==> config.mk <==
export PLATFORM = sky130hd
export DESIGN_NAME = ccx_exec
export DESIGN_NICKNAME = d
export VERILOG_FILES = /design/src/rtl/ccx_pkg.sv /design/src/rtl/ccx_exec.sv
export SDC_FILE = /design/constraint.sdc
export NUM_CORES = 1
export LEC_CHECK = 0
export BUFFER_PORTS_ARGS = -buffer_cell sky130_fd_sc_hd__buf_2
export CORE_MARGIN = 2
export CORE_UTILIZATION = 44
export DETAILED_ROUTE_END_ITERATION = 16
export HOLD_SLACK_MARGIN = 0.1
export PLACE_DENSITY = 0.76
export SYNTH_ARGS = -nofsm -noshare
export SYNTH_HDL_FRONTEND = slang
export SYNTH_SLANG_ARGS = --single-unit
==> constraint.sdc <==
create_clock -name mclk -period 1.85 [get_ports mclk]
set_input_delay 0.555 -clock mclk [delete_from_list [all_inputs] [get_ports mclk]]
set_output_delay 0.555 -clock mclk [all_outputs]
set_load 0.03 [all_outputs]
==> src/rtl/ccx_pkg.sv <==
package ccx_pkg;
    // Operation selector codes presented on op_sel
    localparam logic [2:0] OP_NONE = 3'h0;
    localparam logic [2:0] OP_WATCHDOG_CLEAR = 3'h1;
    localparam logic [2:0] OP_INDIRECT_CALL = 3'h2;
    localparam logic [2:0] OP_COMPLEMENT = 3'h3;
    localparam logic [2:0] OP_FILE_CLEAR = 3'h4;
    localparam logic [2:0] OP_DECREMENT = 3'h5;
    localparam logic [2:0] OP_ACCUM_CLEAR = 3'h6;
    // Destination bit meaning
    localparam logic DEST_ACCUM = 1'b0;
    localparam logic DEST_FILE = 1'b1;
    // Field widths of the program counter
    localparam int PC_W = 15;
    localparam int PC_LOW_W = 8;
    localparam int LATCH_HIGH_W = 7;
    // Reset and constant values
    localparam logic [7:0] ZERO_BYTE = 8'h00;
    localparam logic [7:0] ONE_BYTE = 8'h01;
    localparam logic [14:0] PC_RESET = 15'h0000;
    localparam logic [14:0] PC_ONE = 15'h0001;
    // Call takes two instruction cycles: execute then flush
    localparam int CALL_CYCLES = 2;
    // Sequencer states, Gray along the call path
    typedef enum logic [1:0] {
        CCX_IDLE = 2'b00,
        CCX_FLUSH = 2'b01
    } ccx_state_type;
endpackage

==> src/rtl/ccx_exec.sv <==
`timescale 1ns/1ps
`default_nettype none
// Overview of operation
// - watchdog clear pulses watchdog_clear_ff, sets flags
// - indirect call pushes PC plus one
// - indirect call loads PC from accumulator, latch
// - indirect call two cycles, flags untouched
// - complement inverts file, updates zero flag
// - destination bit selects accumulator or file
// - decrement subtracts one, updates zero, no skip
// - file clear writes zero, sets zero flag
// - accumulator clear writes zero, sets zero
module ccx_exec
    import ccx_pkg::*;
(
    input wire logic mclk,
    input wire logic rst,
    input wire logic op_valid,
    input wire logic [2:0] op_sel,
    input wire logic dest_bit,
    input wire logic [7:0] file_rdata,
    input wire logic [7:0] accum_in,
    input wire logic [6:0] program_counter_high_latch,
    input wire logic [14:0] pc_in,
    output logic op_busy,
    output logic [7:0] accum_ff,
    output logic [7:0] file_wdata_ff,
    output logic file_we_ff,
    output logic zero_ff,
    output logic zero_we_ff,
    output logic watchdog_clear_ff,
    output logic watchdog_expiry_n_ff,
    output logic sleep_entered_n_ff,
    output logic [14:0] stack_top_ff,
    output logic stack_push_ff,
    output logic [14:0] pc_ff,
    output logic pc_load_ff
);
    // Zero detection for the complement and decrement results
    function automatic logic is_zero(input logic [7:0] v);
        return v == ZERO_BYTE;
    endfunction

    ccx_state_type state_ff; // Call sequencer state
    ccx_state_type nxt_state;
    logic take; // Accepted operation this cycle
    logic [7:0] result; // ALU result for file ops

    assign take = op_valid && (state_ff == CCX_IDLE);
    // Busy during the second call cycle refuses new ops
    assign op_busy = (state_ff == CCX_FLUSH);

    // ALU result selection
    always_comb begin
        case (op_sel)
            OP_COMPLEMENT: result = ~file_rdata;
            OP_DECREMENT: result = file_rdata - ONE_BYTE;
            default: result = ZERO_BYTE;
        endcase
    end

    // Next state of the call sequencer
    always_comb begin
        case (state_ff)
            CCX_IDLE: nxt_state = (take && op_sel == OP_INDIRECT_CALL) ? CCX_FLUSH : CCX_IDLE;
            CCX_FLUSH: nxt_state = CCX_IDLE;
            default: nxt_state = CCX_IDLE;
        endcase
    end

    // State register
    always_ff @(posedge mclk or posedge rst) begin
        if (rst) begin
            state_ff <= CCX_IDLE;
        end else begin
            state_ff <= nxt_state;
        end
    end

    // Accumulator and file write path
    always_ff @(posedge mclk or posedge rst) begin
        if (rst) begin
            accum_ff <= ZERO_BYTE;
            file_wdata_ff <= ZERO_BYTE;
            file_we_ff <= 1'b0;
        end else begin
            file_we_ff <= 1'b0;
            if (take) begin
                case (op_sel)
                    OP_COMPLEMENT, OP_DECREMENT: begin
                        if (dest_bit == DEST_ACCUM) begin
                            accum_ff <= result;
                        end else begin
                            file_wdata_ff <= result;
                            file_we_ff <= 1'b1;
                        end
                    end
                    OP_FILE_CLEAR: begin
                        file_wdata_ff <= ZERO_BYTE;
                        file_we_ff <= 1'b1;
                    end
                    OP_ACCUM_CLEAR: accum_ff <= ZERO_BYTE;
                    default: accum_ff <= accum_in;
                endcase
            end else begin
                // Track the core accumulator when no op is taken
                accum_ff <= accum_in;
            end
        end
    end

    // Zero flag update
    always_ff @(posedge mclk or posedge rst) begin
        if (rst) begin
            zero_ff <= 1'b0;
            zero_we_ff <= 1'b0;
        end else begin
            zero_we_ff <= 1'b0;
            if (take) begin
                case (op_sel)
                    OP_COMPLEMENT, OP_DECREMENT: begin
                        zero_ff <= is_zero(result);
                        zero_we_ff <= 1'b1;
                    end
                    OP_FILE_CLEAR, OP_ACCUM_CLEAR: begin
                        zero_ff <= 1'b1;
                        zero_we_ff <= 1'b1;
                    end
                    default: zero_we_ff <= 1'b0;
                endcase
            end
        end
    end

    // Watchdog clear and power status bits
    always_ff @(posedge mclk or posedge rst) begin
        if (rst) begin
            watchdog_clear_ff <= 1'b0;
            watchdog_expiry_n_ff <= 1'b1;
            sleep_entered_n_ff <= 1'b1;
        end else begin
            watchdog_clear_ff <= take && (op_sel == OP_WATCHDOG_CLEAR);
            if (take && op_sel == OP_WATCHDOG_CLEAR) begin
                watchdog_expiry_n_ff <= 1'b1;
                sleep_entered_n_ff <= 1'b1;
            end
        end
    end

    // Call: push and program counter load
    always_ff @(posedge mclk or posedge rst) begin
        if (rst) begin
            stack_top_ff <= PC_RESET;
            stack_push_ff <= 1'b0;
            pc_ff <= PC_RESET;
            pc_load_ff <= 1'b0;
        end else begin
            stack_push_ff <= 1'b0;
            pc_load_ff <= 1'b0;
            if (take && op_sel == OP_INDIRECT_CALL) begin
                stack_top_ff <= pc_in + PC_ONE;
                stack_push_ff <= 1'b1;
                pc_ff <= {program_counter_high_latch, accum_in};
                pc_load_ff <= 1'b1;
            end
        end
    end

    // Assertions
    a_call_push_pc: assert property (@(posedge mclk) disable iff (rst)
        (take && op_sel == OP_INDIRECT_CALL) |=> (stack_push_ff && stack_top_ff == $past(pc_in) + PC_ONE))
        else $error("call did not push pc plus one");
    a_call_target: assert property (@(posedge mclk) disable iff (rst)
        (take && op_sel == OP_INDIRECT_CALL)
        |=> (pc_load_ff && pc_ff == {$past(program_counter_high_latch), $past(accum_in)}))
        else $error("call target wrong");
    a_call_two_cycles: assert property (@(posedge mclk) disable iff (rst)
        (take && op_sel == OP_INDIRECT_CALL) |=> (op_busy && !zero_we_ff) ##1 !op_busy)
        else $error("call not two cycles or touched flags");
    a_wdt_clear_bits: assert property (@(posedge mclk) disable iff (rst)
        (take && op_sel == OP_WATCHDOG_CLEAR) |=> (watchdog_clear_ff && watchdog_expiry_n_ff && sleep_entered_n_ff))
        else $error("watchdog clear incomplete");
    a_comp_result: assert property (@(posedge mclk) disable iff (rst)
        (take && op_sel == OP_COMPLEMENT && dest_bit == DEST_ACCUM) |=> (accum_ff == ~$past(file_rdata)))
        else $error("complement result wrong");
    a_dest_file: assert property (@(posedge mclk) disable iff (rst)
        (take && (op_sel == OP_COMPLEMENT || op_sel == OP_DECREMENT)) |=> (file_we_ff == $past(dest_bit)))
        else $error("destination routing wrong");
    a_dec_result: assert property (@(posedge mclk) disable iff (rst)
        (take && op_sel == OP_DECREMENT && dest_bit == DEST_FILE) |=> (file_wdata_ff == $past(file_rdata) - ONE_BYTE))
        else $error("decrement result wrong");
    a_fclr_zero: assert property (@(posedge mclk) disable iff (rst)
        (take && op_sel == OP_FILE_CLEAR) |=> (file_we_ff && file_wdata_ff == ZERO_BYTE && zero_ff && zero_we_ff))
        else $error("file clear wrong");
    a_wclr_zero: assert property (@(posedge mclk) disable iff (rst)
        (take && op_sel == OP_ACCUM_CLEAR) |=> (accum_ff == ZERO_BYTE && zero_ff && !file_we_ff))
        else $error("accumulator clear wrong");
    a_zero_flag: assert property (@(posedge mclk) disable iff (rst)
        (take && (op_sel == OP_COMPLEMENT || op_sel == OP_DECREMENT)) |=> (zero_we_ff && zero_ff == is_zero($past(result))))
        else $error("zero flag mismatch");
    a_comp_file: assert property (@(posedge mclk) disable iff (rst)
        (take && op_sel == OP_COMPLEMENT && dest_bit == DEST_FILE) |=> (file_wdata_ff == ~$past(file_rdata)))
        else $error("complement file result wrong");
    a_dec_accum: assert property (@(posedge mclk) disable iff (rst)
        (take && op_sel == OP_DECREMENT && dest_bit == DEST_ACCUM) |=> (accum_ff == $past(file_rdata) - ONE_BYTE))
        else $error("decrement accumulator result wrong");
    a_call_flags_kept: assert property (@(posedge mclk) disable iff (rst)
        (take && op_sel == OP_INDIRECT_CALL)
        |=> ($stable(zero_ff) && $stable(watchdog_expiry_n_ff) && $stable(sleep_entered_n_ff)))
        else $error("call changed a status flag");
    a_busy_refused: assert property (@(posedge mclk) disable iff (rst)
        op_busy |=> (!stack_push_ff && !pc_load_ff && !file_we_ff && !zero_we_ff && !watchdog_clear_ff))
        else $error("request taken while busy");
endmodule
`default_nettype wire

# --- After elaboration in Yosys (flattened, before gate mapping) ---
# Index checks and enable logic that the tools add are counted.
totals:
  ram_bits: 0
  in_bits: 45
  mem_count: 0
  reg_bits: 53
  output_inout_bits: 55
  latch_bits: 0
  mem_bits_ro: 0
  word_cells: 51
op_classes:
  add_sub_neg: 2
  shifts: 0
  n_mux: 15
  eq_ne: 10
  n_div: 0
  n_mul: 0
  n_bitwise: 1
  n_lt_le_gt_ge: 0
  reduce_logical: 13
op_table:
  columns: ["cell", "count"]
  rows:
  - ["$pmux W8 S2", 2]
  - ["$mux W8", 3]
  - ["$pmux W8 S3", 1]
  - ["$add A15 B1 Y15 const B", 1]
  - ["$eq A3 B3 Y1 const B", 3]
  - ["$logic_not A8 Y1", 1]
  - ["$not A8 Y8", 1]
  - ["$sub A8 B1 Y8 const B", 1]
  - ["$mux W1", 7]
  - ["$eq A3 B2 Y1 const B", 2]
  - ["$ne A2 B2 Y1 const B", 2]
  - ["$pmux W1 S2", 2]
  - ["$reduce_and A2 Y1", 2]
  - ["$reduce_bool A2 Y1", 2]
  - ["$reduce_or A2 Y1", 2]
  - ["$reduce_or A4 Y1", 1]
  - ["$eq A3 B1 Y1 const B", 1]
  - ["$logic_and A1 B1 Y1", 3]
  - ["$ne A3 B3 Y1 const B", 1]
  - ["$reduce_and A3 Y1", 1]
  - ["$eq A2 B1 Y1 const B", 1]
  - ["$logic_not A2 Y1", 1]

# --- Depth between registers and ports, before layout ---
# Gate-level depths: netlist of run 1.
logic_depth:
  ltp_word: 5
  depth_mapped: 8
  mapped_depth_nobuf: 7

# --- Least setup slack after synthesis of run 1 ---
# No wires, ideal clock.
synth_path:
  path_kind: "input to register"
  start: "input port file_rdata[0]"
  end: "register zero_ff"
  t_required_ns: 1.746
  arrival_ns: 2.331
  setup_ns: 0.104
  path_slack_ns: -0.585
  path_stages: 7
  path_cell_list: "inv_1 ha_1 or3b_4 o311a_1 a211oi_2 or4b_1 o311ai_1"
synth_via:
  elab_chain_len: 4
  elab_cells_between_ends: 5
  cone_classes: "add/sub (1); mux (2); bitwise (1); reduce/logical (1)"
synth_lines:
  columns: ["element", "line", "source"]
  rows:
  - ["start, declared", "ccx_exec.sv:21", "input wire logic [7:0] file_rdata,"]
  - ["$sub A8 B1 Y8 / $not A8 Y8 (equally long branches)", "ccx_exec.sv:57, ccx_exec.sv:56", null]
  - ["$pmux W8 S2 *", "ccx_exec.sv:55", "case (op_sel)"]
  - ["$logic_not A8 Y1 *", "ccx_exec.sv:41", "return v == ZERO_BYTE;"]
  - ["$pmux W1 S2 *", "ccx_exec.sv:120", "case (op_sel)"]
  - ["end signal, assigned", "ccx_exec.sv:122", "zero_ff <= is_zero(result);"]
  - ["end, declared", "ccx_exec.sv:29", "output logic zero_ff,"]
# Every way passes the cells marked *; elsewhere a longest branch is shown, timed or not.
# A chain may end at the register's enable or synchronous reset.

# --- Final worst setup path of run 1 ---
# Ends and elaborated chain as after synthesis.

==> flow_summary.json, run 1 <==
{
  "status": "finished, violations left",
  "violations": "setup timing",
  "die_w_um": 81.2,
  "avgSynthCellArea_um2": 8.89,
  "start_util_pct": 44.8,
  "swShare_pct": 34.9,
  "drtPass1Iterations": 4,
  "die_area_um2": 6590,
  "hp-class": "in2async",
  "ys_seq_area_share_pct": 49.6,
  "io_pins": 100,
  "cts.sinks": 52,
  "powerDensity_nw_per_um2": 872,
  "period_needed_ps": 2200,
  "synth_warnings": 0,
  "vias_per_cell": 5.04,
  "die_y_um": 81.2,
  "grt_pass1_wl_um": 11000,
  "path_max_fanout": 2,
  "synth_seq_cells": 52,
  "cts-root-buf": "clkbuf_8",
  "hold_viol_final": 0,
  "vias": 2502,
  "drt_drc_violations_left": 0,
  "end_kind": "flop",
  "final_core_util_pct": 62.7,
  "htreeDepth": 2,
  "gp_congestion": 0.871,
  "grt.total_usage_pct": 21.4,
  "vdd_ir_drop_max_v": 0.000659,
  "max_cap_viol_count": 0,
  "rsz0062_at_grt": "yes",
  "critPathKind": "in2reg",
  "rrSetupSlack_ps": 290,
  "cts_buffer_depth": 2,
  "intPower_w": 0.00208,
  "worst_setup_path_start_kind": "input pin",
  "r2r_cells": 5,
  "seq_power_share_pct": 43.5,
  "clk_pin_slew_ps": 90,
  "p_leak_nw": 1.89,
  "syn-instance-count": 295,
  "power_frac_clock_pct": 25.4,
  "fin_crit_sh_pct": 119,
  "portBuffers": 97,
  "slew_headroom_pct": 66.6,
  "area_delta_synth_final_pct": 39.9,
  "async_flop_share_pct": 100,
  "grt_overflow": 0,
  "p_total_w": 0.00320,
  "setup_slack_ps": -350,
  "slew_viol_final": 0,
  "place_area_um2": 3490,
  "cp.required_ps": 2060,
  "cp.arrival_ps": 2410,
  "power_switching_w": 0.00111,
  "core_area_um2": 5850,
  "synth_edf_count": 0,
  "setup_violations": 1,
  "nNetsFinal": 467,
  "tns_ps": -350,
  "first_global_vias": 2472,
  "dp_hpwl_um": 5350,
  "antenna_found_initial": 0,
  "netlist_area_um2": 2620,
  "drtAntennaViolNets": 0,
  "synth_flop_cell": "dfrtp_1",
  "tightest_slew_ps": 497,
  "synth.distinct_cells": 45,
  "routed_wl_um": 6730,
  "r2r-start": "state_ff[0]",
  "grt_max_degree": 45,
  "num_rows": 28,
  "clk_latency_ps": 300,
  "fin_skew_ps": 8.13,
  "cts_buffers": 5,
  "post_drt_wl_per_cell_um": 13.6,
  "rr_endpoint": "pc_ff[13]",
  "num_antenna_cells": 0,
  "drt_iter0_drc": 122,
  "combPwrFrac_pct": 31.1,
  "final_area_um2": 3670,
  "cts_tree": "yes",
  "drive_gt1_share_pct": 37.3,
  "fmax_mhz": 455
}
-- kinds of logic (layout without fill, tap and decap cells) --
family | count (synthesis) | after routing | synth area share (%)
DFF | 52 | 52 | 49.6
buffers and inverters | 24 | 149 | 4.20
xor gates and xnor gates | 16 | 16 | 5.35
muxes | 5 | 5 | 1.91
adders and majority gates | 2 | 2 | 0.955
and+or+nand+nor | 134 | 134 | 23.5
other | 1 | 2 | 0.143
AOI/OAI and AO/OA | 61 | 61 | 14.3
-- what timing repair did --
action,CTS,global route
gates resized for setup,6,4
endpoints found under the setup margin,4,5
endpoints found under the hold margin,0,0
pin swaps,2,4
setup buffers,2,2
cloned,0,0
hold buffers,0,0
-- routing by layer --
layer	GRT usage, %	wire length, um
met1	25.5	2880
met2	39.5	3470
met3	4.67	338
met4	4.41	38
met5	0	0
-- registers in the layout (all words and copies together) (netlist names) --
signal / count
pc_ff: 15
stack_top_ff: 15
accum_ff: 8
file_wdata_ff: 8
file_we_ff: 1
pc_load_ff: 1
state_ff: 1
watchdog_clear_ff: 1
zero_ff: 1
zero_we_ff: 1
-- critical path, cell delays in order --
cell and delay, ps:
buf_12 110, inv_12 40, ha_4 110, or3b_4 370, o311a_1 300, a211oi_2 170, or4b_4 480, o311ai_2 250
-- synthesized netlist by cell type, types with 4 or more instances --
library cell / count / area, um2
nor2_1: 9 / 33.8
xnor2_1: 6 / 52.6
o21ai_0: 34 / 170
dfrtp_1: 52 / 1300
nand2b_1: 5 / 31.3
nand3_1: 5 / 25.0
xor2_1: 10 / 87.6
and3_1: 4 / 25.0
a22o_1: 6 / 52.6
nand2_1: 86 / 323
clkbuf_1: 12 / 45.0
a21oi_1: 7 / 35.0
mux2i_1: 5 / 50.1
inv_1: 5 / 18.8
-- cell usage in the layout, fill, tap and decap left out, types with 4 or more instances in the layout --
cell type / instances
xor2_1: 10
nand2_1: 86
xnor2_1: 6
nor2_1: 8
and3_1: 4
buf_2: 95
nand3_1: 5
nand2b_1: 5
clkbuf_8: 6
buf_4: 33
a21oi_1: 7
dfrtp_1: 52
mux2i_1: 5
buf_12: 6
o21ai_0: 29
a22o_1: 6
o21ai_1: 4
-- power groups by stage --
stage | clock network [W] | registers (W) | logic, W
detailed placement | 0 | 0.00141 | 0.000992
finish | 0.000811 | 0.00139 | 0.000996
global placement | 0 | 0.00140 | 0.000967
global route | 0.000890 | 0.00141 | 0.00108
CTS | 0.000830 | 0.00139 | 0.000996
floorplan | 0 | 0.00174 | 0.000278
-- per-stage QoR --
step	instances	hold WS, ps	setup WS (ps)
floorplan	296	648	-506
global placement	486	454	-693
detailed placement	486	459	-772
CTS	495	215	-327
global route	496	226	-392
finish	496	209	-350
-- how the worst max path moves through the flow --
stage,from,to,depth (start not counted)
final,file_rdata[0],zero_ff,8
after global routing,file_rdata[0],zero_ff,8
after CTS,file_rdata[0],zero_ff,8
after detailed placement,file_rdata[0],zero_ff,8
after global placement,file_rdata[0],zero_ff,8
after floorplan,file_rdata[0],zero_ff,7
-- final cells by class --
class | instances | area, um2
clock buffers | 6 | 82.6
well taps | 75 | 93.8
multi-input cells | 220 | 1250
inverters | 6 | 40.0
clock inverters | 2 | 38.8
repair buffers | 135 | 855
fillers | 500 | 2180
flip-flops and latches | 52 | 1300
(Power assumes the default switching activity.)
==> run 2, diff against run 1 <==
- CORE_UTILIZATION: 44 -> 27
- PLACE_DENSITY: 0.76 -> unset
==> run 2 against run 1 <==
Compared with the run above:
- the flow still finishes with violations (setup timing)
- largest power group unchanged
- largest cell class unchanged
- power increased by 0.97%
- register-to-register slack gained 30 ps
- first-iteration DRC count decreased by 28%
- highest routed layer unchanged
- critical path depth stayed put
- clock-buffer cell count rose by 1
- setup slack gained 53 ps
- global-route usage fell by 7.3 points
- clock skew shrank 3.1 ps
- combinational power is essentially flat
==> flow_summary.json, run 2 (synthesis gave the netlist of run 1 again) <==
{
  "status": "finished, violations left",
  "violations": "setup timing",
  "setup_violations": 4,
  "grt_max_degree": 38,
  "vias": 2467,
  "post_drt_wl_per_cell_um": 13.0,
  "cp.arrival_ps": 2350,
  "drtAntennaViolNets": 0,
  "die_y_um": 103,
  "die_w_um": 103,
  "crit_path_start": "file_rdata[0]",
  "clk_latency_ps": 300,
  "hold_viol_final": 0,
  "setup_slack_ps": -297,
  "fmax_mhz": 466,
  "gp_congestion": 0.922,
  "fin_skew_ps": 5.01,
  "io_pins": 100,
  "vdd_ir_drop_max_v": 0.000383,
  "slew_viol_final": 0,
  "final_core_util_pct": 40.1,
  "worst_setup_path_start_kind": "input pin",
  "routed_wl_um": 7160,
  "clk_pin_slew_ps": 90,
  "grt_overflow": 0,
  "htreeDepth": 2,
  "start_util_pct": 28.1,
  "tns_ps": -536,
  "first_global_vias": 2436,
  "core_area_um2": 9330,
  "r2r-start": "state_ff[0]",
  "r2r_cells": 6,
  "cp.required_ps": 2060,
  "drive_gt1_share_pct": 37.6,
  "rr_endpoint": "file_wdata_ff[4]",
  "num_rows": 35,
  "final_common_cell": "buf_2",
  "antenna_found_initial": 0,
  "rsz0062_at_grt": "yes",
  "area_delta_synth_final_pct": 42.7,
  "rrSetupSlack_ps": 320,
  "drt_iter0_drc": 88,
  "num_antenna_cells": 0,
  "vias_per_cell": 4.47,
  "critPathKind": "in2reg",
  "nNetsFinal": 469,
  "powerDensity_nw_per_um2": 863,
  "path_max_fanout": 2,
  "cts.sinks": 52,
  "final_area_um2": 3740,
  "cts_tree": "yes",
  "dp_hpwl_um": 5790,
  "largest_registers": "pc_ff (15), stack_top_ff (15)",
  "hp-class": "in2async",
  "grt_pass1_wl_um": 11700,
  "place_ws_ps": -702,
  "die_area_um2": 10500,
  "max_cap_viol_count": 0,
  "drt_drc_violations_left": 0,
  "cts_buffers": 5,
  "layout_common_cells": "95 x buf_2, 86 x nand2_1, 52 x dfrtp_1, 34 x buf_4, 29 x o21ai_0",
  "cts_buffer_depth": 2,
  "fin_crit_sh_pct": 116,
  "grt.total_usage_pct": 14.1,
  "place_area_um2": 3550,
  "p_leak_nw": 1.90,
  "drtPass1Iterations": 4,
  "p_total_w": 0.00323,
  "portBuffers": 97,
  "end_kind": "flop",
  "period_needed_ps": 2150,
  "cts-root-buf": "clkbuf_8"
}
==> run 2: report_power, final <==
part           total [W]  switching (W)  internal [W]  leakage, nW
Sequential       0.00138      0.0000839       0.00130        0.661
Clock           0.000847       0.000370      0.000478       0.0645
Combinational   0.000996       0.000660      0.000336         1.17
==> run 2: how the worst max path moves through the flow <==
stage               to
6_report       zero_ff
3_3_place_gp   zero_ff
3_5_place_dp   zero_ff
2_1_floorplan  zero_ff
4_1_cts        zero_ff
5_1_grt        zero_ff
==> run 2: layout make-up <==
cell class / instances / area [um2]
well taps: 129 / 161
clock inverters: 1 / 30.0
repair buffers: 137 / 860
multi-input cells: 220 / 1250
fillers: 949 / 5590
inverters: 6 / 40.0
clock buffers: 7 / 96.3
flip-flops and latches: 52 / 1300
==> run 2: through the flow <==
stage	cells	hold WS, ps
floorplan	296	648
global placement	542	452
detailed placement	542	457
CTS	550	220
global route	552	233
finish	552	209
==> run 2: layer usage <==
metal  vias to the layer above  track usage, %  share of wire, %  routed length [um]
met5                         -               0                 0                   0
met4                         0            4.82               1.8                 130
met3                        10            2.31               4.5                 325
met2                        67            24.0                50                3580
met1                      1148            18.2                44                3130
li1                       1242               -                 -                   -
==> run 2: timing repair <==
| action | 4_1_cts | 5_1_grt |
|---|---|---|
| buffers inserted | 0 | 2 |
| pin swaps | 3 | 8 |
| endpoints found under the setup margin | 4 | 4 |
| hold buffers | 0 | 0 |
| resized for setup | 9 | 6 |
==> run 2: worst max-delay path, stage by stage <==
cell and delay, ps:
buf_12 110, inv_12 40, ha_4 120, or3b_4 370, o311a_1 300, a211oi_2 170
or4b_1 450, o311ai_1 230
==> run 3, diff against run 2 <==
==> constraint.sdc (replaced) <==
create_clock -name mclk -period 1.85 [get_ports mclk]
set_input_delay 0.37 -clock mclk [delete_from_list [all_inputs] [get_ports mclk]]
set_output_delay 0.37 -clock mclk [all_outputs]
set_load 0.03 [all_outputs]
==> run 3 against run 2 <==
Compared with the run above:
- first-iteration DRC count down 23%
- global-route usage shrank 0.35 points
- critical path depth unchanged
- sequential share of layout area rose by 1.6 points
- the run still ends with setup timing left
- clock power is 22% lower
- setup slack improved by 170 ps
- sequential power is essentially flat
- via count decreased by 1.7%
- largest cell class unchanged
- final cell count is 1.4% lower
- combinational power fell by 3.9%
- core utilization is 1.8 points lower
- die area unchanged
==> flow_summary.json, run 3 (synthesis gave the netlist of run 1 again) <==
{
  "status": "finished, violations left",
  "violations": "setup timing",
  "cts_buffers": 5,
  "tightest_slew_ps": 526,
  "grt.total_usage_pct": 13.7,
  "core_area_um2": 9330,
  "vdd_ir_drop_max_v": 0.000341,
  "start_util_pct": 28.1,
  "hp-class": "in2reg",
  "rrSetupSlack_ps": 320,
  "met2_usage_pct": 22.7,
  "cp.required_ps": 2050,
  "vias": 2425,
  "drtPass1Iterations": 4,
  "tns_ps": -131,
  "portBuffers": 97,
  "largest_registers": "pc_ff (15), stack_top_ff (15)",
  "worst_setup_path_start_kind": "input pin",
  "end_kind": "flop",
  "drt_drc_violations_left": 0,
  "drtAntennaViolNets": 0,
  "grt_max_degree": 40,
  "fin_skew_ps": 6.64,
  "die_y_um": 103,
  "first_global_vias": 2294,
  "gp_congestion": 0.844,
  "worstHoldPathCells": 3,
  "routed_wl_um": 7080,
  "clk_pin_slew_ps": 90,
  "path_max_fanout": 2,
  "num_rows": 35,
  "antenna_found_initial": 0,
  "grt_pass1_wl_um": 11300,
  "critPathKind": "in2reg",
  "clk_latency_ps": 300,
  "powerDensity_nw_per_um2": 841,
  "drive_gt1_share_pct": 34.7,
  "place_ws_ps": -559,
  "hold_viol_final": 0,
  "max_cap_viol_count": 0,
  "cts.sinks": 52,
  "final_common_cell": "buf_2",
  "num_antenna_cells": 0,
  "fmax_mhz": 505,
  "period_needed_ps": 1980,
  "setup_slack_ps": -131,
  "setup_violations": 1,
  "slew_headroom_pct": 64.7,
  "dp_hpwl_um": 5530,
  "p_leak_nw": 1.82,
  "rsz0062_at_grt": "yes",
  "cp.arrival_ps": 2180,
  "drt_iter0_drc": 68,
  "fin_crit_sh_pct": 107,
  "vias_per_cell": 4.46,
  "area_delta_synth_final_pct": 36.3,
  "met1_usage_pct": 18.2,
  "whs_ps": 262,
  "layout_common_cells": "95 x buf_2, 86 x nand2_1, 52 x dfrtp_1, 31 x o21ai_0, 30 x buf_4",
  "cts_tree": "yes",
  "nNetsFinal": 461,
  "io_pins": 100,
  "htreeDepth": 2,
  "use_met3_pct": 2.37,
  "post_drt_wl_per_cell_um": 13.0,
  "slew_viol_final": 0,
  "die_w_um": 103,
  "cts_buffer_depth": 2,
  "cts-root-buf": "clkbuf_8",
  "top_usage_layer": "met2",
  "grt_overflow": 0,
  "r2r_cells": 5,
  "die_area_um2": 10500
}
run 3: power breakdown:
| group | internal, W | switching (W) |
|---|---|---|
| clock network | 0.000306 | 0.000356 |
| registers | 0.00130 | 0.0000848 |
| logic | 0.000311 | 0.000646 |
run 3: routing by layer:
metal | share of wire [%] | vias up | routed length (um)
li1 | - | 1228 | -
met1 | 44 | 1121 | 3100
met2 | 49 | 63 | 3470
met3 | 4.9 | 13 | 346
met4 | 2.2 | 0 | 157
met5 | 0 | - | 0
run 3: through the flow:
stage	utilization [%]	total power [W]	cell area [um2]	cells
5_1_grt	38.3	0.00320	3570	544
3_3_place_gp	36.9	0.00235	3440	535
2_1_floorplan	-	0.00201	2640	296
4_1_cts	38.3	0.00306	3570	544
3_5_place_dp	36.9	0.00237	3440	535
6_report	38.3	0.00300	3570	544
run 3: area by class of cell:
class | count | area, um2
fillers | 949 | 5760
flip-flops and latches | 52 | 1300
multi-input cells | 220 | 1230
repair buffers | 129 | 757
well taps | 129 | 161
clock buffers | 8 | 90.1
inverters | 6 | 27.5
run 3: worst paths after layout:
path,start,to
setup / recovery,file_rdata[0],zero_ff
min in group asynchronous,rst,pc_ff[14]
setup reg to reg,state_ff[0],pc_ff[4]
max in group asynchronous,rst,pc_ff[12]
hold reg to reg,pc_ff[13],pc_ff[13]
hold / removal,program_counter_high_latch[0],pc_ff[8]
run 3: critical path, stage by stage:
cell,delay (ps)
buf_8,100
inv_4,50
ha_4,120
or3b_4,370
o311a_1,300
a211oi_2,180
or4b_1,450
o311ai_1,250
run 3: what timing repair did:
action / CTS / global route
endpoints found under the hold margin: 1 / 0
hold buffers: 1 / 0
buffers inserted: 0 / 0
setup endpoints to repair: 1 / 1
pin swaps: 1 / 0
resized for setup: 7 / 1
gates cloned: 0 / 0
